`src/core/isdn_cfg.svh`:
```
// offsets, field positions, reset values and timing counts of the command interpreter
`ifndef ISDN_CFG_SVH
`define ISDN_CFG_SVH
`define PRIM_BYTES 10
`define HDR_CALL 8'h60
`define OP_PROTO 8'h21
`define OP_STATUS 8'h22
`define OP_DIGIT 8'h23
`define OP_KEEPALIVE 8'h26
`define OP_LISTEN 8'h27
`define OP_ANSWER 8'h28
`define HDR_XCVR 8'h80
`define IND_CONN 8'h10
`define IND_STATUS 8'h20
`define CODEC_ADDR 8'hA1
`define MAX_INDEX 5'd20
`define INST_LAST 8'h01
`define LISTEN_RST 2'h3
`define WD_EN_RST 1'b1
`define WD_TIME_S 60
`define CLK_HZ 100000000
`define WD_CYCLES (33'(`WD_TIME_S) * 33'(`CLK_HZ))
`define REG_CMD0 8'h00
`define REG_CMD1 8'h04
`define REG_CMD2 8'h08
`define REG_CTRL 8'h0C
`define REG_STAT 8'h10
`define REG_IND0 8'h14
`define REG_IND1 8'h18
`define REG_IND2 8'h1C
`define CTRL_GO 0
`define CTRL_ACK 1
`define ST_SEL 0
`define ST_WDEN 1
`define ST_DOWN 2
`define ST_INDV 3
`define ST_BUSY 4
`define ST_OVER 5
`define ST_RING 6
`define ST_PROTO 8
`endif

```
`src/core/isdn_pkg.sv`:
```
// types shared by the command interpreter files
package isdn_pkg;
	typedef logic [9:0][7:0] prim_t;
	typedef struct packed {
		logic [7:0] addr;
		logic [7:0] data;
		logic last;
	} mon_byte_s;
	typedef struct packed {
		logic [15:0] addr;
		logic [7:0] data;
	} xcvr_write_s;
	typedef enum logic [1:0] {
		CS_IDLE = 2'b01,
		CS_SEND = 2'b10
	} codec_state_e;
endpackage

```
`src/core/isdn_host_command_interpreter.sv`:
```
// host command interpreter: APB command mailbox, decode, codec pass-through, indications
// Notes on behaviour
// - every primitive either way is ten bytes; unused trailing bytes are ignored
// - protocol selection must come first; all other commands ignored until then
// - selection is 60 21 00 type, type one of 01 02 04 08 10
// - protocol is accepted once; later selections leave it unchanged until full reset
// - every selection command returns a status indication with the current protocol
// - status poll 60 22 returns status and counts as keep-alive
// - keep-alive watchdog is enabled out of reset
// - no poll within 60 s drops all lines until full reset
// - keep-alive control enable byte 00 turns watchdog off, 01 on
// - local number digit command stores a digit at index up to 20
// - incoming calls accepted only if the called number matches a local number
// - instance byte 00 selects instance 0, 01 selects instance 1
// - after reset both instances listen to voice and data calls
// - answer command 60 28 accepts the pending incoming call on that instance
// - codec commands 71 72 73 75 79 carry 1 2 3 5 9 payload bytes
// - codec payload goes unchanged over monitor channel one to address A1
// - codec is programmed only on host command, never by the device itself
// - command 80 hi lo value writes one line-transceiver register
// - connect acknowledgement yields indication 60 10 instance
`include "isdn_cfg.svh"
module isdn_host_command_interpreter import isdn_pkg::*; #(
	parameter logic [32:0] WD_CYCLES = `WD_CYCLES
) (
	input wire logic clk, // 100 MHz system clock
	input wire logic nrst, // async reset, active low
	input wire logic psel, // apb select
	input wire logic penable, // apb access phase
	input wire logic pwrite, // apb write
	input wire logic [7:0] paddr, // apb byte address
	input wire logic [31:0] pwdata, // apb write data
	output logic [31:0] prdata, // apb read data
	output logic pready, // apb ready
	output logic pslverr, // apb error on unmapped address
	input wire logic conn_ack, // connect ack received, pulse
	input wire logic conn_inst, // instance of that ack
	input wire logic call_valid, // called digit of an incoming call
	input wire logic call_inst, // instance offered the call
	input wire logic call_voice, // 1 voice call, 0 data call
	input wire logic [7:0] call_digit, // called digit, 8'h00 terminator
	input wire logic call_last, // terminator digit
	output logic answer_stb, // accept pending call, pulse
	output logic answer_inst, // instance accepted
	output logic xcvr_wr, // transceiver register write, pulse
	output xcvr_write_s xcvr, // address and value of that write
	output logic mon_valid, // monitor channel byte present
	output mon_byte_s mon, // monitor channel address, data, last
	input wire logic mon_ready, // monitor channel takes the byte
	output logic lines_down // all lines dropped, needs reset
);
	////////////////////////////////////////////////////////////////
	function automatic logic [3:0] codec_len(input logic [7:0] h);
		case (h)
			8'h71: codec_len = 4'd1;
			8'h72: codec_len = 4'd2;
			8'h73: codec_len = 4'd3;
			8'h75: codec_len = 4'd5;
			8'h79: codec_len = 4'd9;
			default: codec_len = 4'd0;
		endcase
	endfunction

	function automatic logic type_ok(input logic [7:0] t);
		type_ok = (t[7:5] == 3'd0) && (t[4:0] != 5'd0) && ((t[4:0] & (t[4:0] - 5'd1)) == 5'd0);
	endfunction

	////////////////////////////////////////////////////////////////
	// apb slave: one wait state so read data leaves a flip-flop
	logic apb_wr;
	logic [31:0] next_prdata;
	logic next_pready;
	logic next_pslverr;
	prim_t cmd;
	prim_t ind;
	logic [31:0] stat;
	logic proto_sel;
	logic [7:0] proto;
	logic wd_en;
	logic ind_valid;
	logic ind_over;
	logic [1:0] ring;
	codec_state_e cstate;

	assign apb_wr = psel && penable && pready && pwrite;

	always_comb begin
		stat = '0;
		stat[`ST_SEL] = proto_sel;
		stat[`ST_WDEN] = wd_en;
		stat[`ST_DOWN] = lines_down;
		stat[`ST_INDV] = ind_valid;
		stat[`ST_BUSY] = (cstate == CS_SEND);
		stat[`ST_OVER] = ind_over;
		stat[`ST_RING +: 2] = ring;
		stat[`ST_PROTO +: 8] = proto;
		next_pready = psel && penable && !pready;
		next_pslverr = 1'b0;
		next_prdata = '0;
		if (next_pready) begin
			case (paddr)
				`REG_CMD0: next_prdata = cmd[3:0];
				`REG_CMD1: next_prdata = cmd[7:4];
				`REG_CMD2: next_prdata = {16'h0000, cmd[9:8]};
				`REG_CTRL: next_prdata = '0;
				`REG_STAT: next_prdata = stat;
				`REG_IND0: next_prdata = ind[3:0];
				`REG_IND1: next_prdata = ind[7:4];
				`REG_IND2: next_prdata = {16'h0000, ind[9:8]};
				default: next_pslverr = 1'b1;
			endcase
		end
	end

	always_ff @(posedge clk or negedge nrst) begin
		if (!nrst) begin
			prdata <= '0;
			pready <= 1'b0;
			pslverr <= 1'b0;
		end else begin
			prdata <= next_prdata;
			pready <= next_pready;
			pslverr <= next_pslverr;
		end
	end

	////////////////////////////////////////////////////////////////
	// command decode, local numbers, indications
	logic [7:0] local_subscriber_number [2][21];
	logic [7:0] stored_digit;
	logic [4:0] m_idx;
	logic m_done;
	logic m_match;
	logic kick;
	logic go;
	logic ack;
	logic status_req;
	logic codec_start;
	logic dig_wr;
	logic [1:0] listen_wr;
	logic [1:0] answer_req;
	logic [1:0] conn_hold;
	prim_t next_cmd;
	prim_t next_ind;
	logic next_proto_sel;
	logic [7:0] next_proto;
	logic next_wd_en;
	logic next_ind_valid;
	logic next_ind_over;
	logic [1:0] next_conn_hold;
	logic next_answer_stb;
	logic next_answer_inst;
	logic next_xcvr_wr;
	xcvr_write_s next_xcvr;
	logic inst_ok;
	logic inst;

	always_comb begin
		next_cmd = cmd;
		go = 1'b0;
		ack = 1'b0;
		if (apb_wr) begin
			case (paddr)
				`REG_CMD0: next_cmd[3:0] = pwdata;
				`REG_CMD1: next_cmd[7:4] = pwdata;
				`REG_CMD2: next_cmd[9:8] = pwdata[15:0];
				`REG_CTRL: begin
					go = pwdata[`CTRL_GO];
					ack = pwdata[`CTRL_ACK];
				end
				default: ;
			endcase
		end
	end

	always_comb begin
		inst_ok = cmd[2] <= `INST_LAST;
		inst = cmd[2][0];
		next_proto_sel = proto_sel;
		next_proto = proto;
		next_wd_en = wd_en;
		status_req = 1'b0;
		kick = 1'b0;
		codec_start = 1'b0;
		dig_wr = 1'b0;
		listen_wr = 2'b00;
		answer_req = 2'b00;
		next_xcvr_wr = 1'b0;
		next_xcvr = xcvr;
		// a dead link or a busy codec transfer refuses the whole command
		if (go && !lines_down && cstate == CS_IDLE) begin
			if (cmd[0] == `HDR_CALL && cmd[1] == `OP_PROTO && cmd[2] == 8'h00) begin
				status_req = 1'b1;
				if (!proto_sel && type_ok(cmd[3])) begin
					next_proto_sel = 1'b1;
					next_proto = cmd[3];
				end
			end else if (proto_sel) begin
				if (cmd[0] == `HDR_CALL) begin
					case (cmd[1])
						`OP_STATUS: begin
							status_req = 1'b1;
							kick = 1'b1;
						end
						`OP_KEEPALIVE: begin
							if (cmd[2] <= 8'h01) begin
								next_wd_en = cmd[2][0];
							end
						end
						`OP_DIGIT: dig_wr = inst_ok && cmd[4] <= {3'd0, `MAX_INDEX};
						`OP_LISTEN: begin
							if (inst_ok && cmd[3] <= 8'h03) begin
								listen_wr[inst] = 1'b1;
							end
						end
						`OP_ANSWER: begin
							if (inst_ok) begin
								answer_req[inst] = 1'b1;
							end
						end
						default: ;
					endcase
				end else if (codec_len(cmd[0]) != 4'd0) begin
					codec_start = 1'b1;
				end else if (cmd[0] == `HDR_XCVR) begin
					next_xcvr_wr = 1'b1;
					next_xcvr.addr = {cmd[1], cmd[2]};
					next_xcvr.data = cmd[3];
				end
			end
		end
	end

	// connect indications wait in conn_hold whenever a status reply takes the slot
	always_comb begin
		next_ind = ind;
		next_ind_valid = ind_valid;
		next_ind_over = ind_over;
		next_conn_hold = conn_hold;
		if (conn_ack) begin
			next_conn_hold[conn_inst] = 1'b1;
		end
		if (ack) begin
			next_ind_valid = 1'b0;
			next_ind_over = 1'b0;
		end
		if (status_req) begin
			next_ind = '0;
			next_ind[0] = `HDR_CALL;
			next_ind[1] = `IND_STATUS;
			next_ind[2] = next_proto;
			next_ind[3] = {4'h0, lines_down, next_wd_en, ring};
			next_ind_valid = 1'b1;
			next_ind_over = ind_valid && !ack;
		end else if (conn_hold != 2'b00) begin
			next_ind = '0;
			next_ind[0] = `HDR_CALL;
			next_ind[1] = `IND_CONN;
			next_ind[2] = conn_hold[0] ? 8'h00 : 8'h01;
			next_ind_valid = 1'b1;
			next_ind_over = ind_valid && !ack;
			if (conn_hold[0]) begin
				next_conn_hold[0] = conn_ack && !conn_inst;
			end else begin
				next_conn_hold[1] = conn_ack && conn_inst;
			end
		end
	end

	always_ff @(posedge clk or negedge nrst) begin
		if (!nrst) begin
			cmd <= '0;
			ind <= '0;
			proto_sel <= 1'b0;
			proto <= 8'h00;
			wd_en <= `WD_EN_RST;
			ind_valid <= 1'b0;
			ind_over <= 1'b0;
			conn_hold <= 2'b00;
			xcvr_wr <= 1'b0;
			xcvr <= '0;
		end else begin
			cmd <= next_cmd;
			ind <= next_ind;
			proto_sel <= next_proto_sel;
			proto <= next_proto;
			wd_en <= next_wd_en;
			ind_valid <= next_ind_valid;
			ind_over <= next_ind_over;
			conn_hold <= next_conn_hold;
			xcvr_wr <= next_xcvr_wr;
			xcvr <= next_xcvr;
		end
	end

	always_ff @(posedge clk or negedge nrst) begin
		if (!nrst) begin
			for (int i = 0; i < 2; i++) begin
				for (int j = 0; j < 21; j++) begin
					local_subscriber_number[i][j] <= 8'h00;
				end
			end
		end else if (dig_wr) begin
			local_subscriber_number[inst][cmd[4][4:0]] <= cmd[3];
		end
	end

	assign stored_digit = (m_idx <= `MAX_INDEX) ? local_subscriber_number[call_inst][m_idx] : 8'h00;

	number_matcher u_match (
		.clk(clk),
		.nrst(nrst),
		.in_valid(call_valid),
		.in_digit(call_digit),
		.in_last(call_last),
		.stored_digit(stored_digit),
		.idx(m_idx),
		.done(m_done),
		.match(m_match)
	);

	keepalive_watchdog #(
		.CYCLES(WD_CYCLES)
	) u_wd (
		.clk(clk),
		.nrst(nrst),
		.enable(wd_en),
		.kick(kick),
		.expired(lines_down)
	);

	////////////////////////////////////////////////////////////////
	// per-instance listen filter and pending call
	logic call_inst_q;
	logic call_voice_q;
	logic next_answer_any;

	always_ff @(posedge clk or negedge nrst) begin
		if (!nrst) begin
			call_inst_q <= 1'b0;
			call_voice_q <= 1'b0;
		end else if (call_valid && call_last) begin
			call_inst_q <= call_inst;
			call_voice_q <= call_voice;
		end
	end

	for (genvar g = 0; g < 2; g++) begin : g_inst
		logic [1:0] listen;
		logic [1:0] next_listen;
		logic next_ring;
		logic hears;

		always_comb begin
			next_listen = listen;
			if (listen_wr[g]) begin
				next_listen = cmd[3][1:0];
			end
			hears = call_voice_q ? listen[0] : listen[1];
			next_ring = ring[g];
			if (answer_req[g]) begin
				next_ring = 1'b0;
			end
			// a call arriving with the answer stays pending: set beats clear
			if (m_done && m_match && call_inst_q == 1'(g) && hears) begin
				next_ring = 1'b1;
			end
			if (lines_down) begin
				next_ring = 1'b0;
			end
		end

		always_ff @(posedge clk or negedge nrst) begin
			if (!nrst) begin
				listen <= `LISTEN_RST;
				ring[g] <= 1'b0;
			end else begin
				listen <= next_listen;
				ring[g] <= next_ring;
			end
		end
	end

	assign next_answer_any = (answer_req[0] && ring[0]) || (answer_req[1] && ring[1]);

	always_comb begin
		next_answer_stb = next_answer_any;
		next_answer_inst = answer_req[1];
	end

	always_ff @(posedge clk or negedge nrst) begin
		if (!nrst) begin
			answer_stb <= 1'b0;
			answer_inst <= 1'b0;
		end else begin
			answer_stb <= next_answer_stb;
			answer_inst <= next_answer_inst;
		end
	end

	////////////////////////////////////////////////////////////////
	// codec pass-through on monitor channel one; payload copied so cmd may be refilled
	logic [8:0][7:0] pay;
	logic [3:0] plen;
	logic [3:0] pidx;
	logic [8:0][7:0] next_pay;
	logic [3:0] next_plen;
	logic [3:0] next_pidx;
	codec_state_e next_cstate;
	logic next_mon_valid;
	mon_byte_s next_mon;

	always_comb begin
		next_pay = pay;
		next_plen = plen;
		next_pidx = pidx;
		next_cstate = cstate;
		next_mon_valid = mon_valid;
		next_mon = mon;
		unique case (cstate)
			CS_IDLE: begin
				if (codec_start) begin
					next_pay = cmd[9:1];
					next_plen = codec_len(cmd[0]);
					next_pidx = 4'd0;
					next_mon_valid = 1'b1;
					next_mon.addr = `CODEC_ADDR;
					next_mon.data = cmd[1];
					next_mon.last = codec_len(cmd[0]) == 4'd1;
					next_cstate = CS_SEND;
				end
			end
			CS_SEND: begin
				if (mon_ready) begin
					if (mon.last) begin
						next_mon_valid = 1'b0;
						next_cstate = CS_IDLE;
					end else begin
						next_pidx = pidx + 4'd1;
						next_mon.data = pay[next_pidx];
						next_mon.last = next_pidx == plen - 4'd1;
					end
				end
			end
		endcase
	end

	always_ff @(posedge clk or negedge nrst) begin
		if (!nrst) begin
			pay <= '0;
			plen <= 4'd0;
			pidx <= 4'd0;
			cstate <= CS_IDLE;
			mon_valid <= 1'b0;
			mon <= '0;
		end else begin
			pay <= next_pay;
			plen <= next_plen;
			pidx <= next_pidx;
			cstate <= next_cstate;
			mon_valid <= next_mon_valid;
			mon <= next_mon;
		end
	end
endmodule

```
`src/core/keepalive_watchdog.sv`:
```
// keep-alive timer: expires when no kick arrives within the window while enabled
module keepalive_watchdog #(
	parameter logic [32:0] CYCLES = 33'd1000
) (
	input wire logic clk, // system clock
	input wire logic nrst, // async reset, active low
	input wire logic enable, // timer armed
	input wire logic kick, // status poll seen
	output logic expired // sticky until reset
);
	logic [32:0] count;
	logic [32:0] next_count;
	logic next_expired;

	always_comb begin
		next_count = count;
		next_expired = expired;
		if (!enable || kick) begin
			next_count = '0;
		end else if (!expired) begin
			if (count >= CYCLES - 33'd1) begin
				next_expired = 1'b1;
			end else begin
				next_count = count + 33'd1;
			end
		end
	end

	always_ff @(posedge clk or negedge nrst) begin
		if (!nrst) begin
			count <= '0;
			expired <= 1'b0;
		end else begin
			count <= next_count;
			expired <= next_expired;
		end
	end
endmodule

```
`src/core/number_matcher.sv`:
```
// compares a called number, digit by digit, with a stored local number
`include "isdn_cfg.svh"
module number_matcher (
	input wire logic clk, // system clock
	input wire logic nrst, // async reset, active low
	input wire logic in_valid, // one called digit present
	input wire logic [7:0] in_digit, // called digit, 8'h00 ends the number
	input wire logic in_last, // this digit is the terminator
	input wire logic [7:0] stored_digit, // stored digit at idx
	output logic [4:0] idx, // digit position being compared
	output logic done, // one-cycle pulse after the terminator
	output logic match // number equal and not empty, valid with done
);
	logic ok;
	logic next_ok;
	logic [4:0] next_idx;
	logic next_done;
	logic next_match;
	logic eq;

	always_comb begin
		eq = (in_digit == stored_digit) && (idx <= `MAX_INDEX);
		next_ok = ok;
		next_idx = idx;
		next_done = 1'b0;
		next_match = match;
		if (in_valid) begin
			if (in_last) begin
				next_done = 1'b1;
				next_match = ok && eq && (in_digit == 8'h00) && (idx != 5'd0);
				next_ok = 1'b1;
				next_idx = 5'd0;
			end else begin
				next_ok = ok && eq;
				if (idx <= `MAX_INDEX) begin
					next_idx = idx + 5'd1;
				end
			end
		end
	end

	always_ff @(posedge clk or negedge nrst) begin
		if (!nrst) begin
			ok <= 1'b1;
			idx <= 5'd0;
			done <= 1'b0;
			match <= 1'b0;
		end else begin
			ok <= next_ok;
			idx <= next_idx;
			done <= next_done;
			match <= next_match;
		end
	end
endmodule

```
`config.mk`:
```
export PLATFORM = sky130hd
export DESIGN_NAME = isdn_host_command_interpreter
export DESIGN_NICKNAME = d
export VERILOG_FILES = /design/src/core/isdn_pkg.sv /design/src/core/isdn_host_command_interpreter.sv /design/src/core/keepalive_watchdog.sv /design/src/core/number_matcher.sv
export VERILOG_INCLUDE_DIRS = /design/src /design/src/core
export SDC_FILE = /design/constraint.sdc
export NUM_CORES = 1
export LEC_CHECK = 0
export BUFFER_PORTS_ARGS = -buffer_cell sky130_fd_sc_hd__buf_2
export CAP_MARGIN = 15
export CORE_ASPECT_RATIO = 0.75
export CORE_MARGIN = 3
export CORE_UTILIZATION = 35
export CTS_CLUSTER_DIAMETER = 100
export DETAILED_ROUTE_END_ITERATION = 12
export GPL_TIMING_DRIVEN = 0
export PLACE_DENSITY_LB_ADDON = 0.05
export SLEW_MARGIN = 20
export SYNTH_ARGS = -nofsm -noshare
export SYNTH_HDL_FRONTEND = slang
export SYNTH_SLANG_ARGS = --single-unit
```
`constraint.sdc`:
```
create_clock -name clk -period 8.4 [get_ports clk]
set_clock_uncertainty 0.1 [all_clocks]
set_input_delay 0.84 -clock clk [delete_from_list [all_inputs] [get_ports clk]]
set_output_delay 0.84 -clock clk [all_outputs]
set_load 0.05 [all_outputs]
```
======== Word level (Yosys, flattened, before mapping) ========
Cells that the tools add are included.
word-level totals
  register bits after elaboration ......... 714
  bits in latches ......................... 0
  bits in writable memories ............... 0
  memory bits (read-only) ................. 0
  input port bits ......................... 60
  output and inout bits ................... 80
  memories ................................ 0
cells by class
  $add $sub $neg .......................... 5
  $mul .................................... 0
  div/mod/pow operators ................... 0
  order comparisons ....................... 16
  equality and inequality tests ........... 31
  shifts and indexed selects .............. 0
  mux-type cells .......................... 124
  bitwise operators ....................... 10
  reduce and logical (&&, ||, !) cells .... 67
operators with widths
  operator               number
  $mux 168               4
  $bwmux 336             1
  $pmux 32 s7            1
  $demux 168 s1          1
  $mux 80                2
  $mux 33                3
  $mux 8                 8
  $mux 1                 61
  $eq 8x6->1 const B     6
  $eq 8x7->1 const B     6
  $bmux 8 s5             1
  $demux 8 s5            1
  $mux 2                 18
  $mux 4                 9
  $add 33x1->33 const B  1
  $ge 33x33->1 const B   1
  $bmux 8 s4             1
  $eq 8x5->1 const B     4
  $logic_and 1x1->1      32
  $mux 32                1
  $mux 9                 3
  $logic_not 8->1        3
  $pmux 4 s5             1
  $pmux 9 s2             1
  other kinds (47)       83

======== Depth between registers and ports, before layout ========
Gate-level depths: netlist of the first run.
  depth in word-level cells ............... 18
  gate-level depth with buffers ........... 13

======== Hierarchy ========
A second synthesis of the first run with hierarchy kept.
second synthesis, totals
  cell total of the unflattened synthesis .. 2,358
  area total of the unflattened synthesis .. 30,322.8 um^2
modules (own cells, without submodules)
  module                         times used  cells each  area an instance (um^2)
  isdn_host_command_interpreter  1           2,069       27,677.8
  keepalive_watchdog             1           235         2,113.3
  number_matcher                 1           54          531.8

======== Least setup slack after synthesis of the first run ========
No wires, ideal clock.
  path type ............................... input-to-reg
  start point ............................. in call_inst
  end point ............................... reg u_match.match
  setup time .............................. 0.095 ns
  arrival time ............................ 3.095 ns
  required time ........................... 8.205 ns
  slack ................................... 5.110 ns
  stages .................................. 12
  path buffers ............................ 4
  path through ............................ buf_2 buf_4 buf_2 buf_2 mux2i_1 o22ai_1 a21oi_1 nand3_1 a32oi_1 xor2_1 nand4b_1 o31ai_1
on the way
  cells in the longest elaborated chain, start to end .. 13
ends and longest elaborated chain
  item                                          RTL line                              text
  start: declaration                            isdn_host_command_interpreter.sv:39   input wire logic call_inst,
  $not 1->2 (implied by the code)               isdn_host_command_interpreter.sv:308  assign stored_digit = (m_idx <= `MAX_INDEX) ? local_subscriber_number[call_inst][m_idx] : 8'h00;
  $mux 168 (implied by the code) (3 in series)  isdn_host_command_interpreter.sv:308
  $bmux 8 s5                                    isdn_host_command_interpreter.sv:308
  $mux 8 (implied by the code) (2 in series)    isdn_host_command_interpreter.sv:308
  $mux 8                                        isdn_host_command_interpreter.sv:308
  $eq 8x8->1                                    number_matcher.sv:22                  eq = (in_digit == stored_digit) && (idx <= `MAX_INDEX);
  $logic_and 1x1->1                             number_matcher.sv:22
  $logic_and 1x1->1 (3 in series)               number_matcher.sv:30                  next_match = ok && eq && (in_digit == 8'h00) && (idx != 5'd0);
  end signal: assignment                        number_matcher.sv:52                  match <= next_match;
  end: declaration                              number_matcher.sv:12                  output logic match
Every way passes these cells. The select of a mux whose other input is x is not followed.
A chain may end at the register's enable or synchronous reset.

======== Worst setup path in the final report of the first run ========
  start point ............................. reg u_match.idx[0]
  end point ............................... reg u_match.match
on the way
  cells in the longest elaborated chain, start to end .. 10
  elaborated cells on any way between the ends .. 12
  those cells by class .................... order compare: 1; eq/ne: 1; mux: 4; bitwise: 1; reduce/logical: 5
ends and longest elaborated chain
  item                                        RTL line                              text
  start: declaration                          number_matcher.sv:10                  output logic [4:0] idx,
  start signal: assignment                    number_matcher.sv:50                  idx <= next_idx;
  $not 5->6 (implied by the code)             isdn_host_command_interpreter.sv:308
  $bmux 8 s5                                  isdn_host_command_interpreter.sv:308
  $mux 8 (implied by the code) (2 in series)  isdn_host_command_interpreter.sv:308
  $mux 8                                      isdn_host_command_interpreter.sv:308
  $eq 8x8->1                                  number_matcher.sv:22
  $logic_and 1x1->1                           number_matcher.sv:22
  $logic_and 1x1->1 (2 in series)             number_matcher.sv:30
  $logic_and 1x1->1 *                         number_matcher.sv:30
Mark *: on every way between the ends. The rest lies on a longest branch, timed or not. The select of a mux whose other input is x is not followed.

==> results.txt, run 1 <==
----------------------------------------------------
[Hold path]
  Min-Delay Path Class ... in2async

[Routing]
  Mean number of vias per cell ... 5.49
  Drc violations ... 0
  DRT Wirelength ... 102000 um
  Antenna viol nets, final ... 0
  Routed wire length per instance ... 28.3 um
  Iteration-0 DRC count of the detailed router ... 1662
  DRT Pass-1 Iters ... 5
  Total via count in the routed design ... 19848

[Synthesis]
  Largest family of logic cells by synthesized area ... multiplexers
  Synthesis warning total ... 0
  Simple-gate share of the synthesized area ... 8.11%
  Count of different cell masters after synthesis ... 77
  Post-synthesis instance total ... 2209
  Post-synth top area share ... 53.7%
  Synthesized-area fraction occupied by ao, oa, aoi and oai cells ... 4.73%
  Dominant cell by count in the synthesized netlist ... dfrtp_1
  Post-synthesis sequential area ratio ... 54.3%
  Count of flip-flops with a built-in enable after synthesis ... 0
  Share of cell area taken by muxes after synthesis ... 28.8%
  Xor/xnor cell area share of the yosys netlist ... 1.38%
  Mean area per synthesized cell ... 13.5 um^2
  Adder and majority cell fraction of the synthesized area ... 0.209%
  Most common library cells after synthesis ... dfrtp_1, mux2_2, clkbuf_1, nor2_1, mux2i_1
  Most area-consuming cells after synthesis ... dfrtp_1, mux2_2, mux4_2, mux2i_1, clkbuf_1
  Cell type contributing the most total cell area after synthesis ... dfrtp_1
  Fraction of registers with async set/reset ... 100%
  Main synth FF type ... dfrtp_1
  Number of storage elements in the synthesis netlist ... 648
  Post-synthesis instance area ... between 20000 and 30000 um^2

[Timing]
  Fmax achieved ... 0.216 GHz
  Unrepaired setup endpoints after global routing ... false
  Setup-failing EPs final ... 0
  Number of pins with negative max-slew slack in the final report ... 0
  Final critical-path setup slack ... 3770 ps
  Worst hold slack ... about 82 ps
  Accumulated negative setup slack ... 0 ps
  Tightest Pin Transition ... around 1200 ps
  Max transition margin ... 16.8%
  Count of endpoints failing hold in the final timing report ... 0
  Time the final worst path needs with I/O delays and setup ... 4630 ps
  Share of the clock period used by the worst path after layout ... 55.1%

[CTS]
  Cts-stage hold buffer count ... 0
  CTS buffer count ... between 70 and 80
  H-tree lvl count ... 3
  Post-CTS setup buffers ... 0
  Clock Sinks ... 648
  Clk_lat worst skew ... 630 ps
  Clock-pin slew on the worst setup and hold paths ... 70 ps
  Number of gates resized after cts ... 0
  TritonCTS clock tree ... built
  Root Buffer ... clkbuf_16
  Largest buffer count on any clock path ... 3

[Global route]
  Aggregate global routing overflow ... 0
  Fraction of met2 tracks used by global routing ... 32.3%
  Maximum number of pins on one net before global-route repair ... 93
  Global-route wire length before repair ... 148000 um
  Via count of the first global-routing pass ... around 20000
  Number of antenna violations at the first check in global routing ... 10
  Met3 global-route usage ... 5.50%
  Met1 track demand over resource in global routing ... 36.0%
  GRT Overall Usage ... a little under a quarter
  Global route hottest layer ... met1

[Finish]
  Sequential cell area ... 16200 um^2
  Nets ... 2494
  Growth of design area from synthesis to finish ... 16.1%
  Final core area utilization ... about two fifths
  Area of the multi-input gates ... 12900 um^2
  Filler Cells Inserted ... 7942
  Non-filler cells in the finished layout ... 3617
  Fraction of layout cells with a size suffix above 1 ... between 30% and 40%
  Final design instance area without fill ... 34700 um^2

[Placement]
  Detail Placement HPWL ... 74500 um
  Cell total after placement ... 3483
  Cell area after placement ... 32200 um^2
  Worst-case setup slack after placement ... around 3400 ps
  Count of input and output buffers ... 133
  Final Wtd Congestion ... around 0.86

[Run status]
  Status ... complete, no violations

[Floorplanning]
  Area of the core ... 84300 um^2
  Top-level port count ... 140
  Starting density of the core ... 35.4%
  Die Outline Area ... 88900 um^2
  Std-Cell Rows ... around 90
  Chip width ... 343 um
  Height of the die ... 259 um

[Setup path]
  Crit end category ... flip-flop
  Critical path start-end classification ... reg2reg
  Crit path arrival time ... 5070 ps
  Sort of element at the start of the critical path ... flip-flop
  Maximum fanout encountered on the critical timing path ... 10
  Required time of the worst setup path ... 8840 ps
  Launch instance of the worst register-to-register path ... u_match.idx[0]
  Crit Reg-Reg Endpoint ... u_match.match
  Setup slack, reg-to-reg ... 3770 ps
  Worst r2r path cells ... 10

[Power and ir drop]
  Max VDD drop ... between 0.1 and 0.15 mV
  Power per cell area ... roughly 210 nW/um^2
  Static leakage ... 16.6 nW
  Total Power ... 7.30 mW

[Flow run]
  Max-cap check violation count ... 0

----------------------------------------------------
[registers in the layout, summed over array words and instances (netlist names), 10 cells and up]
| signal | cells |
|---|---|
| ind | 15 |
| prdata | 32 |
| local_subscriber_number | 336 |
| mon | 10 |
| u_wd.count | 33 |
| cmd | 80 |
| xcvr | 24 |
| pay | 72 |
[worst max-delay path: stages (launching register included)]
cell and delay (ps):
dfrtp_1 450, buf_1 840, clkbuf_1 870, mux4_2 500
nand2_1 110, o221ai_1 170, a211oi_1 710, o21ai_0 230
xnor2_1 220, nand2_1 70, o31ai_1 220
[cell usage in the layout, fill, tap and decap left out, drive strengths merged, types with 15 or more instances in the layout]
| master | instances |
|---|---|
| dfrtp | 641 |
| mux2 | 551 |
| clkbuf | 225 |
| buf | 176 |
| nor2 | 133 |
| nand2 | 91 |
| mux2i | 86 |
| mux4 | 68 |
| o21ai | 47 |
| nand3 | 42 |
| inv | 35 |
| a22oi | 32 |
| a21oi | 29 |
| xor2 | 26 |
| xnor2 | 21 |
| nor3 | 18 |
| and2 | 17 |
| nor2b | 17 |
| nand4 | 16 |
| and3 | 15 |
[cell type report]
cell class	instances	share of cell area [%]
sequential	648	46.8
multi-input combinational	1385	37.3
clock buffer	111	6.41
tap	1128	4.07
timing repair buffer	142	2.55
buffer	148	1.77
clock inverter	17	0.721
inverter	32	0.346
antenna	6	0.0433
[layer usage]
metal  up-vias  wire, um
met5         -        13
met4         2      2080
met3       130      7500
met2       595     42100
met1     10599     50500
li1       8522         -
[power breakdown]
part / switching, mW / leakage, nW / internal (mW) / total, mW
Combinational: 0.551 / 6.46 / 0.205 / 0.755
Sequential: 0.0358 / 8.94 / 3.16 / 3.20
Clock: 1.34 / 1.22 / 2.00 / 3.34
Total: 1.93 / 16.6 / 5.37 / 7.30
[how the worst max path moves through the flow]
stage,cells past startpoint,startpoint,endpoint
final,10,u_match.idx[0],u_match.match
after floorplan,12,call_inst,u_match.match
after global placement,1,nrst,local_subscriber_number[247]
after detailed placement,12,call_inst,u_match.match
after CTS,10,u_match.idx[0],u_match.match
after global routing,10,u_match.idx[0],u_match.match
[logic make-up (layout without fill, tap and decap cells)]
| group | Yosys count | count (layout) |
|---|---|---|
| AOI/OAI and AO/OA | 202 | 202 |
| xor gates and xnor gates | 47 | 47 |
| adders and majority gates | 5 | 5 |
| buffers and inverters | 180 | 450 |
| DFF | 648 | 648 |
| muxes | 705 | 705 |
| other | 1 | 11 |
| and+or+nand+nor | 421 | 421 |
No activity file was read; power rests on OpenSTA's default activity.
==> inputs of run 2 (changes only) <==
--- a/config.mk
+++ b/config.mk
@@ -6,6 +6,7 @@
 export SDC_FILE = /design/constraint.sdc
 export NUM_CORES = 1
 export LEC_CHECK = 0
+export ABC_AREA = 1
 export BUFFER_PORTS_ARGS = -buffer_cell sky130_fd_sc_hd__buf_2
 export CAP_MARGIN = 15
 export CORE_ASPECT_RATIO = 0.75
==> constraint.sdc (replaced) <==
create_clock -name clk -period 4.72 [get_ports clk]
set_clock_uncertainty 0.1 [all_clocks]
set_input_delay 0.472 -clock clk [delete_from_list [all_inputs] [get_ports clk]]
set_output_delay 0.472 -clock clk [all_outputs]
set_load 0.05 [all_outputs]
==> results.txt, run 2 <==
----------------------------------------------------
[Timing]
  Time the final worst path needs with I/O delays and setup ... 3870 ps
  Share of the clock period used by the worst path after layout ... 82.1%
  Accumulated negative setup slack ... 0 ps
  Max transition margin ... 19.4%
  Final critical-path setup slack ... 846 ps
  Number of pins with negative max-slew slack in the final report ... 0
  Count of endpoints failing hold in the final timing report ... 0
  Fmax achieved ... 0.258 GHz
  Unrepaired setup endpoints after global routing ... false
  Setup-failing EPs final ... 0
  Tightest Pin Transition ... between 1000 and 1500 ps

[Synthesis]
  Synthesis warning total ... 0
  Most area-consuming cells after synthesis ... dfrtp_1, nand2_1, o21ai_0, o21ai_1, inv_1
  Mean area per synthesized cell ... a little over 8 um^2
  Number of storage elements in the synthesis netlist ... 648
  Count of flip-flops with a built-in enable after synthesis ... 0
  Post-synthesis instance area ... between 30000 and 40000 um^2
  Post-synthesis instance total ... 3872
  Post-synth top area share ... between 50 and 60%
  Main synth FF type ... dfrtp_1
  Count of different cell masters after synthesis ... 53
  Fraction of registers with async set/reset ... between 90% and 100%
  Post-synthesis sequential area ratio ... 51.9%
  Cell type contributing the most total cell area after synthesis ... dfrtp_1
  Most common library cells after synthesis ... nand2_1, dfrtp_1, inv_1, o21ai_0, o21ai_1
  Dominant cell by count in the synthesized netlist ... nand2_1

[Finish]
  Final core area utilization ... 41.1%
  Most frequent standard cell in the layout excluding fill and tap cells ... nand2_1
  Fraction of layout cells with a size suffix above 1 ... 11.7%
  Most frequent cells in the layout ... nand2_1, dfrtp_1, inv_1, o21ai_0, o21ai_1
  Largest registers in the final layout ... local_subscriber_number: 336 flops, cmd: 80 flops, pay: 72 flops
  Diodes inserted ... 0
  Final design instance area without fill ... approximately 36000 um^2
  Number of flip-flops under the largest register name ... 336
  Non-filler cells in the finished layout ... about 5300
  Growth of design area from synthesis to finish ... 15.9%
  Top register by number of flip-flops ... local_subscriber_number
  Filler Cells Inserted ... around 9000
  Nets ... 4173

[Routing]
  Total via count in the routed design ... about 28000
  DRT Pass-1 Iters ... 6
  Routed wire length per instance ... 24.9 um
  Drc violations ... 0
  Mean number of vias per cell ... between 5 and 6
  Iteration-0 DRC count of the detailed router ... 3145
  DRT Wirelength ... 133000 um
  Antenna viol nets, final ... 0

[Setup path]
  Peak per-stage delay on the critical path ... a little over 800 ps
  Setup slack, reg-to-reg ... 850 ps
  Required time of the worst setup path ... approximately 5200 ps
  Cell family contributing the most delay on the critical path ... simple AND/OR/NAND/NOR gates
  Standard cell with the maximum stage delay on the critical path ... nor3_1
  Crit path arrival time ... 4340 ps
  Worst-path cell chain ... inv_1 > nand4_1 > nor3_1 > nand3_1 > o31ai_1 > nand2_1 > clkbuf_1 > o22ai_1 > dlygate4sd3_1
  Crit end category ... flip-flop
  Maximum fanout encountered on the critical timing path ... 10
  Buffer and inverter count on the worst path ... 3
  Critical path start-end classification ... reg2reg
  Sort of element at the start of the critical path ... flip-flop

[Placement]
  Cell area after placement ... 33600 um^2
  Cell total after placement ... 5167
  Final Wtd Congestion ... roughly 0.97
  Detail Placement HPWL ... 97300 um
  Count of input and output buffers ... roughly 130
  Worst-case setup slack after placement ... about 1100 ps

[Power and ir drop]
  Static leakage ... about 18 nW
  Power per cell area ... 372 nW/um^2
  Max VDD drop ... ~0.25 mV

[CTS]
  Root Buffer ... clkbuf_16
  Number of gates resized after cts ... 0
  Clock-pin slew on the worst setup and hold paths ... 60 ps
  TritonCTS clock tree ... built
  H-tree lvl count ... 3
  Clock Sinks ... 648
  Largest buffer count on any clock path ... 3
  Clk_lat worst skew ... 650 ps
  CTS buffer count ... between 70 and 80

[Global route]
  Global-route wire length before repair ... around 190000 um
  Aggregate global routing overflow ... 0
  Via count of the first global-routing pass ... 27027
  GRT Overall Usage ... 28.6%
  Maximum number of pins on one net before global-route repair ... 92
  Number of antenna violations at the first check in global routing ... 7

[Floorplanning]
  Std-Cell Rows ... 94
  Height of the die ... about 260 um
  Die Outline Area ... 93000 um^2
  Top-level port count ... 140
  Area of the core ... 88100 um^2
  Chip width ... ~350 um
  Starting density of the core ... 35.5%

[Hold path]
  Min-Delay Path Class ... in2reg

[Flow run]
  Max-cap check violation count ... 0

[Run status]
  Status ... complete, no violations

----------------------------------------------------
run 2: cell types whose count changed in the layout (fill, tap and decap cells not counted), moves of 25 or more:
cell      change
mux4_2       -68
o21ai_0     +267
o211ai_1     +25
o21ai_2      +65
mux2_2      -541
inv_1       +297
nand3_1     +113
buf_6        +39
o21ai_1     +275
mux2i_1      -85
nand2_1    +1181
o22ai_1      +26
nand2_4      +39
nor2_1      +148
run 2: report_power, final:
group	switching (mW)	leakage, nW	internal [mW]	total [mW]
logic	1.40	7.61	0.443	1.84
registers	0.0471	8.76	5.62	5.67
clock network	2.53	1.21	3.46	5.99
total	3.98	17.6	9.52	13.5
run 2: final timing paths:
check                                       startpoint                     endpoint  cells past startpoint
setup / recovery                               cmd[15]                 conn_hold[0]                      9
hold / removal                              pwdata[19]                      cmd[51]                      3
setup reg to reg                               cmd[15]                 conn_hold[0]                      9
hold reg to reg            local_subscriber_number[74]  local_subscriber_number[74]                      2
max in group asynchronous                         nrst               u_wd.count[19]                      4
min in group asynchronous                         nrst                       mon[3]                      2
run 2: stage by stage:
step	power, mW	hold WS [ps]
floorplan	6.75	76.4
global route	14.0	50.6
global placement	7.54	352
CTS	13.6	0.187
finish	13.5	32.6
detailed placement	7.55	362
run 2: tightest hold or removal path, cell delays in order:
cell and delay (ps):
buf_2 100, inv_1 60, o21ai_0 80
run 2: layout make-up:
| class | instances | area, um^2 | area share, % |
|---|---|---|---|
| clock buffer | 102 | 2100 | 5.79 |
| timing repair buffer | 157 | 1040 | 2.88 |
| multi-input combinational | 2670 | 12500 | 34.6 |
| sequential | 648 | 16200 | 44.8 |
| buffer | 223 | 1280 | 3.54 |
| inverter | 335 | 1260 | 3.47 |
| clock inverter | 30 | 347 | 0.957 |
| tap | 1152 | 1440 | 3.98 |
run 2: kinds of logic (layout without fill, tap and decap cells):
group,after synthesis,count (layout),share of synthesized area [%]
AOI/OAI and AO/OA,807,807,14.5
xor gates and xnor gates,36,36,1.01
adders and majority gates,5,5,0.200
buffers and inverters,558,847,8.10
DFF,648,648,51.9
muxes,1,1,0.0320
other,1,5,0.0120
and+or+nand+nor,1816,1816,24.3
run 2: timing repair:
action / CTS / global route
hold buffers: 18 / 0
endpoints found under the hold margin: 98 / 0
buffers inserted: 0 / 0
run 2: routing by layer:
layer / part of all wire [%] / global-route usage [%] / wire length (um) / up-vias
met2: 38 / 36.5 / 49800 / 1117
met1: 50 / 46.1 / 65800 / 13904
met5: 0.020 / 0 / 26 / -
met3: 11 / 8.76 / 14200 / 151
li1: - / - / - / 12985
met4: 2.1 / 6.34 / 2830 / 4
==> inputs of run 3 (changes only) <==
==> constraint.sdc (replaced) <==
create_clock -name clk -period 3.7 [get_ports clk]
set_clock_uncertainty 0.1 [all_clocks]
set_input_delay 0.37 -clock clk [delete_from_list [all_inputs] [get_ports clk]]
set_output_delay 0.37 -clock clk [all_outputs]
set_load 0.05 [all_outputs]
==> results.txt, run 3 (synthesis results as in run 2) <==
----------------------------------------------------
[Run status]
  Status ... complete, no violations

[Timing]
  Time the final worst path needs with I/O delays and setup ... about 3500 ps
  Worst hold slack ... 62.8 ps
  Count of endpoints failing hold in the final timing report ... 0
  Fmax achieved ... 0.285 GHz
  Max transition margin ... between 20% and 30%
  Number of pins with negative max-slew slack in the final report ... 0
  Unrepaired setup endpoints after global routing ... false
  Accumulated negative setup slack ... 0 ps
  Tightest Pin Transition ... 1200 ps
  Share of the clock period used by the worst path after layout ... a little over nine tenths
  Final critical-path setup slack ... 191 ps
  Setup-failing EPs final ... 0

[Routing]
  Iteration-0 DRC count of the detailed router ... 3162
  Total via count in the routed design ... between 20000 and 30000
  Routed wire length per instance ... 24.9 um
  Antenna viol nets, final ... 0
  DRT Pass-1 Iters ... 8
  Drc violations ... 0
  Mean number of vias per cell ... approximately 5.3
  DRT Wirelength ... 133000 um

[Setup path]
  Launch instance of the worst register-to-register path ... u_match.idx[1]
  Crit path arrival time ... 3980 ps
  Worst r2r path cells ... 18
  Sort of element at the start of the critical path ... flip-flop
  Required time of the worst setup path ... 4170 ps
  Crit Reg-Reg Endpoint ... u_match.match
  Critical path start-end classification ... reg2reg
  Crit end category ... flip-flop
  Maximum fanout encountered on the critical timing path ... 10
  Setup slack, reg-to-reg ... 190 ps

[Global route]
  Number of antenna violations at the first check in global routing ... 7
  Met1 track demand over resource in global routing ... between 40 and 50%
  GRT Overall Usage ... 28.7%
  Via count of the first global-routing pass ... 27151
  Aggregate global routing overflow ... 0
  Global-route wire length before repair ... 194000 um
  Maximum number of pins on one net before global-route repair ... 92
  Global route hottest layer ... met1
  Fraction of met2 tracks used by global routing ... 36.7%
  Met3 global-route usage ... under 10%

[Floorplanning]
  Top-level port count ... 140
  Chip width ... 351 um
  Std-Cell Rows ... 94
  Height of the die ... 265 um
  Area of the core ... 88100 um^2
  Die Outline Area ... 93000 um^2
  Starting density of the core ... 35.5%

[Finish]
  Nets ... 4196
  Fraction of layout cells with a size suffix above 1 ... 11.8%
  Final core area utilization ... 41.4%
  Top register by number of flip-flops ... local_subscriber_number
  Final design instance area without fill ... 36500 um^2
  Growth of design area from synthesis to finish ... 16.7%
  Number of flip-flops under the largest register name ... 336
  Most frequent cells in the layout ... nand2_1, dfrtp_1, inv_1, o21ai_0, o21ai_1
  Largest registers in the final layout ... local_subscriber_number: 336 flops, cmd: 80 flops, pay: 72 flops
  Non-filler cells in the finished layout ... 5340
  Most frequent standard cell in the layout excluding fill and tap cells ... nand2_1
  Diodes inserted ... 0

[Placement]
  Detail Placement HPWL ... 97300 um
  Worst-case setup slack after placement ... 100 ps
  Final Wtd Congestion ... 0.972
  Cell area after placement ... 33600 um^2
  Count of input and output buffers ... 132
  Cell total after placement ... 5167

[Power and ir drop]
  Total Power ... 17.2 mW
  Power per cell area ... 473 nW/um^2
  Max VDD drop ... 0.317 mV
  Static leakage ... roughly 18 nW

[Hold path]
  Min-Delay Path Class ... in2reg
  Worst hold start ... pwdata[1]
  Number of instances on the worst hold path ... 3
  Terminating pin of the worst hold path ... cmd[1]

[CTS]
  Largest buffer count on any clock path ... 3
  Clock-pin slew on the worst setup and hold paths ... 60 ps
  TritonCTS clock tree ... built
  H-tree lvl count ... 3
  CTS buffer count ... 73
  Clock Sinks ... 648
  Root Buffer ... clkbuf_16
  Clk_lat worst skew ... approximately 650 ps

[Flow run]
  Max-cap check violation count ... 0

----------------------------------------------------
## run 3: how the worst max path moves through the flow
stage,start,slack (ps),depth (start not counted),to
4_1_cts,u_match.idx[0],70,15,u_match.match
5_1_grt,u_match.idx[0],5,17,u_match.match
6_report,u_match.idx[1],190,18,u_match.match
3_5_place_dp,u_match.idx[0],100,15,u_match.match
2_1_floorplan,mon_valid,1260,13,local_subscriber_number[76]
3_3_place_gp,nrst,-12730,1,local_subscriber_number[235]
## run 3: layout make-up
type	count	area [um^2]
clock buffer	102	2100
inverter	335	1260
buffer	223	1290
sequential	648	16200
tap	1152	1440
fill	9211	51600
multi-input combinational	2670	12500
clock inverter	30	347
timing repair buffer	180	1270
## run 3: repair_timing
item,in CTS,in global routing
hold buffers,41,0
hold endpoints to repair,159,0
setup buffers,0,0
setup endpoints to repair,0,219
resized for setup,0,10
## run 3: power breakdown
group          switching [mW]  leakage, nW  internal, mW
clock                    3.24         1.21          4.41
sequential             0.0604         8.76          7.17
combinational            1.78         7.72         0.582
total                    5.08         17.7          12.2
## run 3: layer usage
metal / vias up / wire length [um]
met3: 156 / 13900
met4: 4 / 2690
li1: 13015 / -
met5: - / 26
met1: 14119 / 66000
met2: 1119 / 50100
## run 3: worst max-delay path: stages (launching register included)
cell	delay [ps]
dfrtp_1	340
buf_2	350
nand2_1	170
inv_1	410
clkbuf_1	690
nand2_1	120
nand2_1	120
nand2_1	120
nand2_1	180
inv_1	120
nand2_1	100
nand2_1	90
nand3_1	80
nand2_1	50
inv_1	40
nand2_1	50
nor2_1	150
nand3_1	90
nand2_1	70
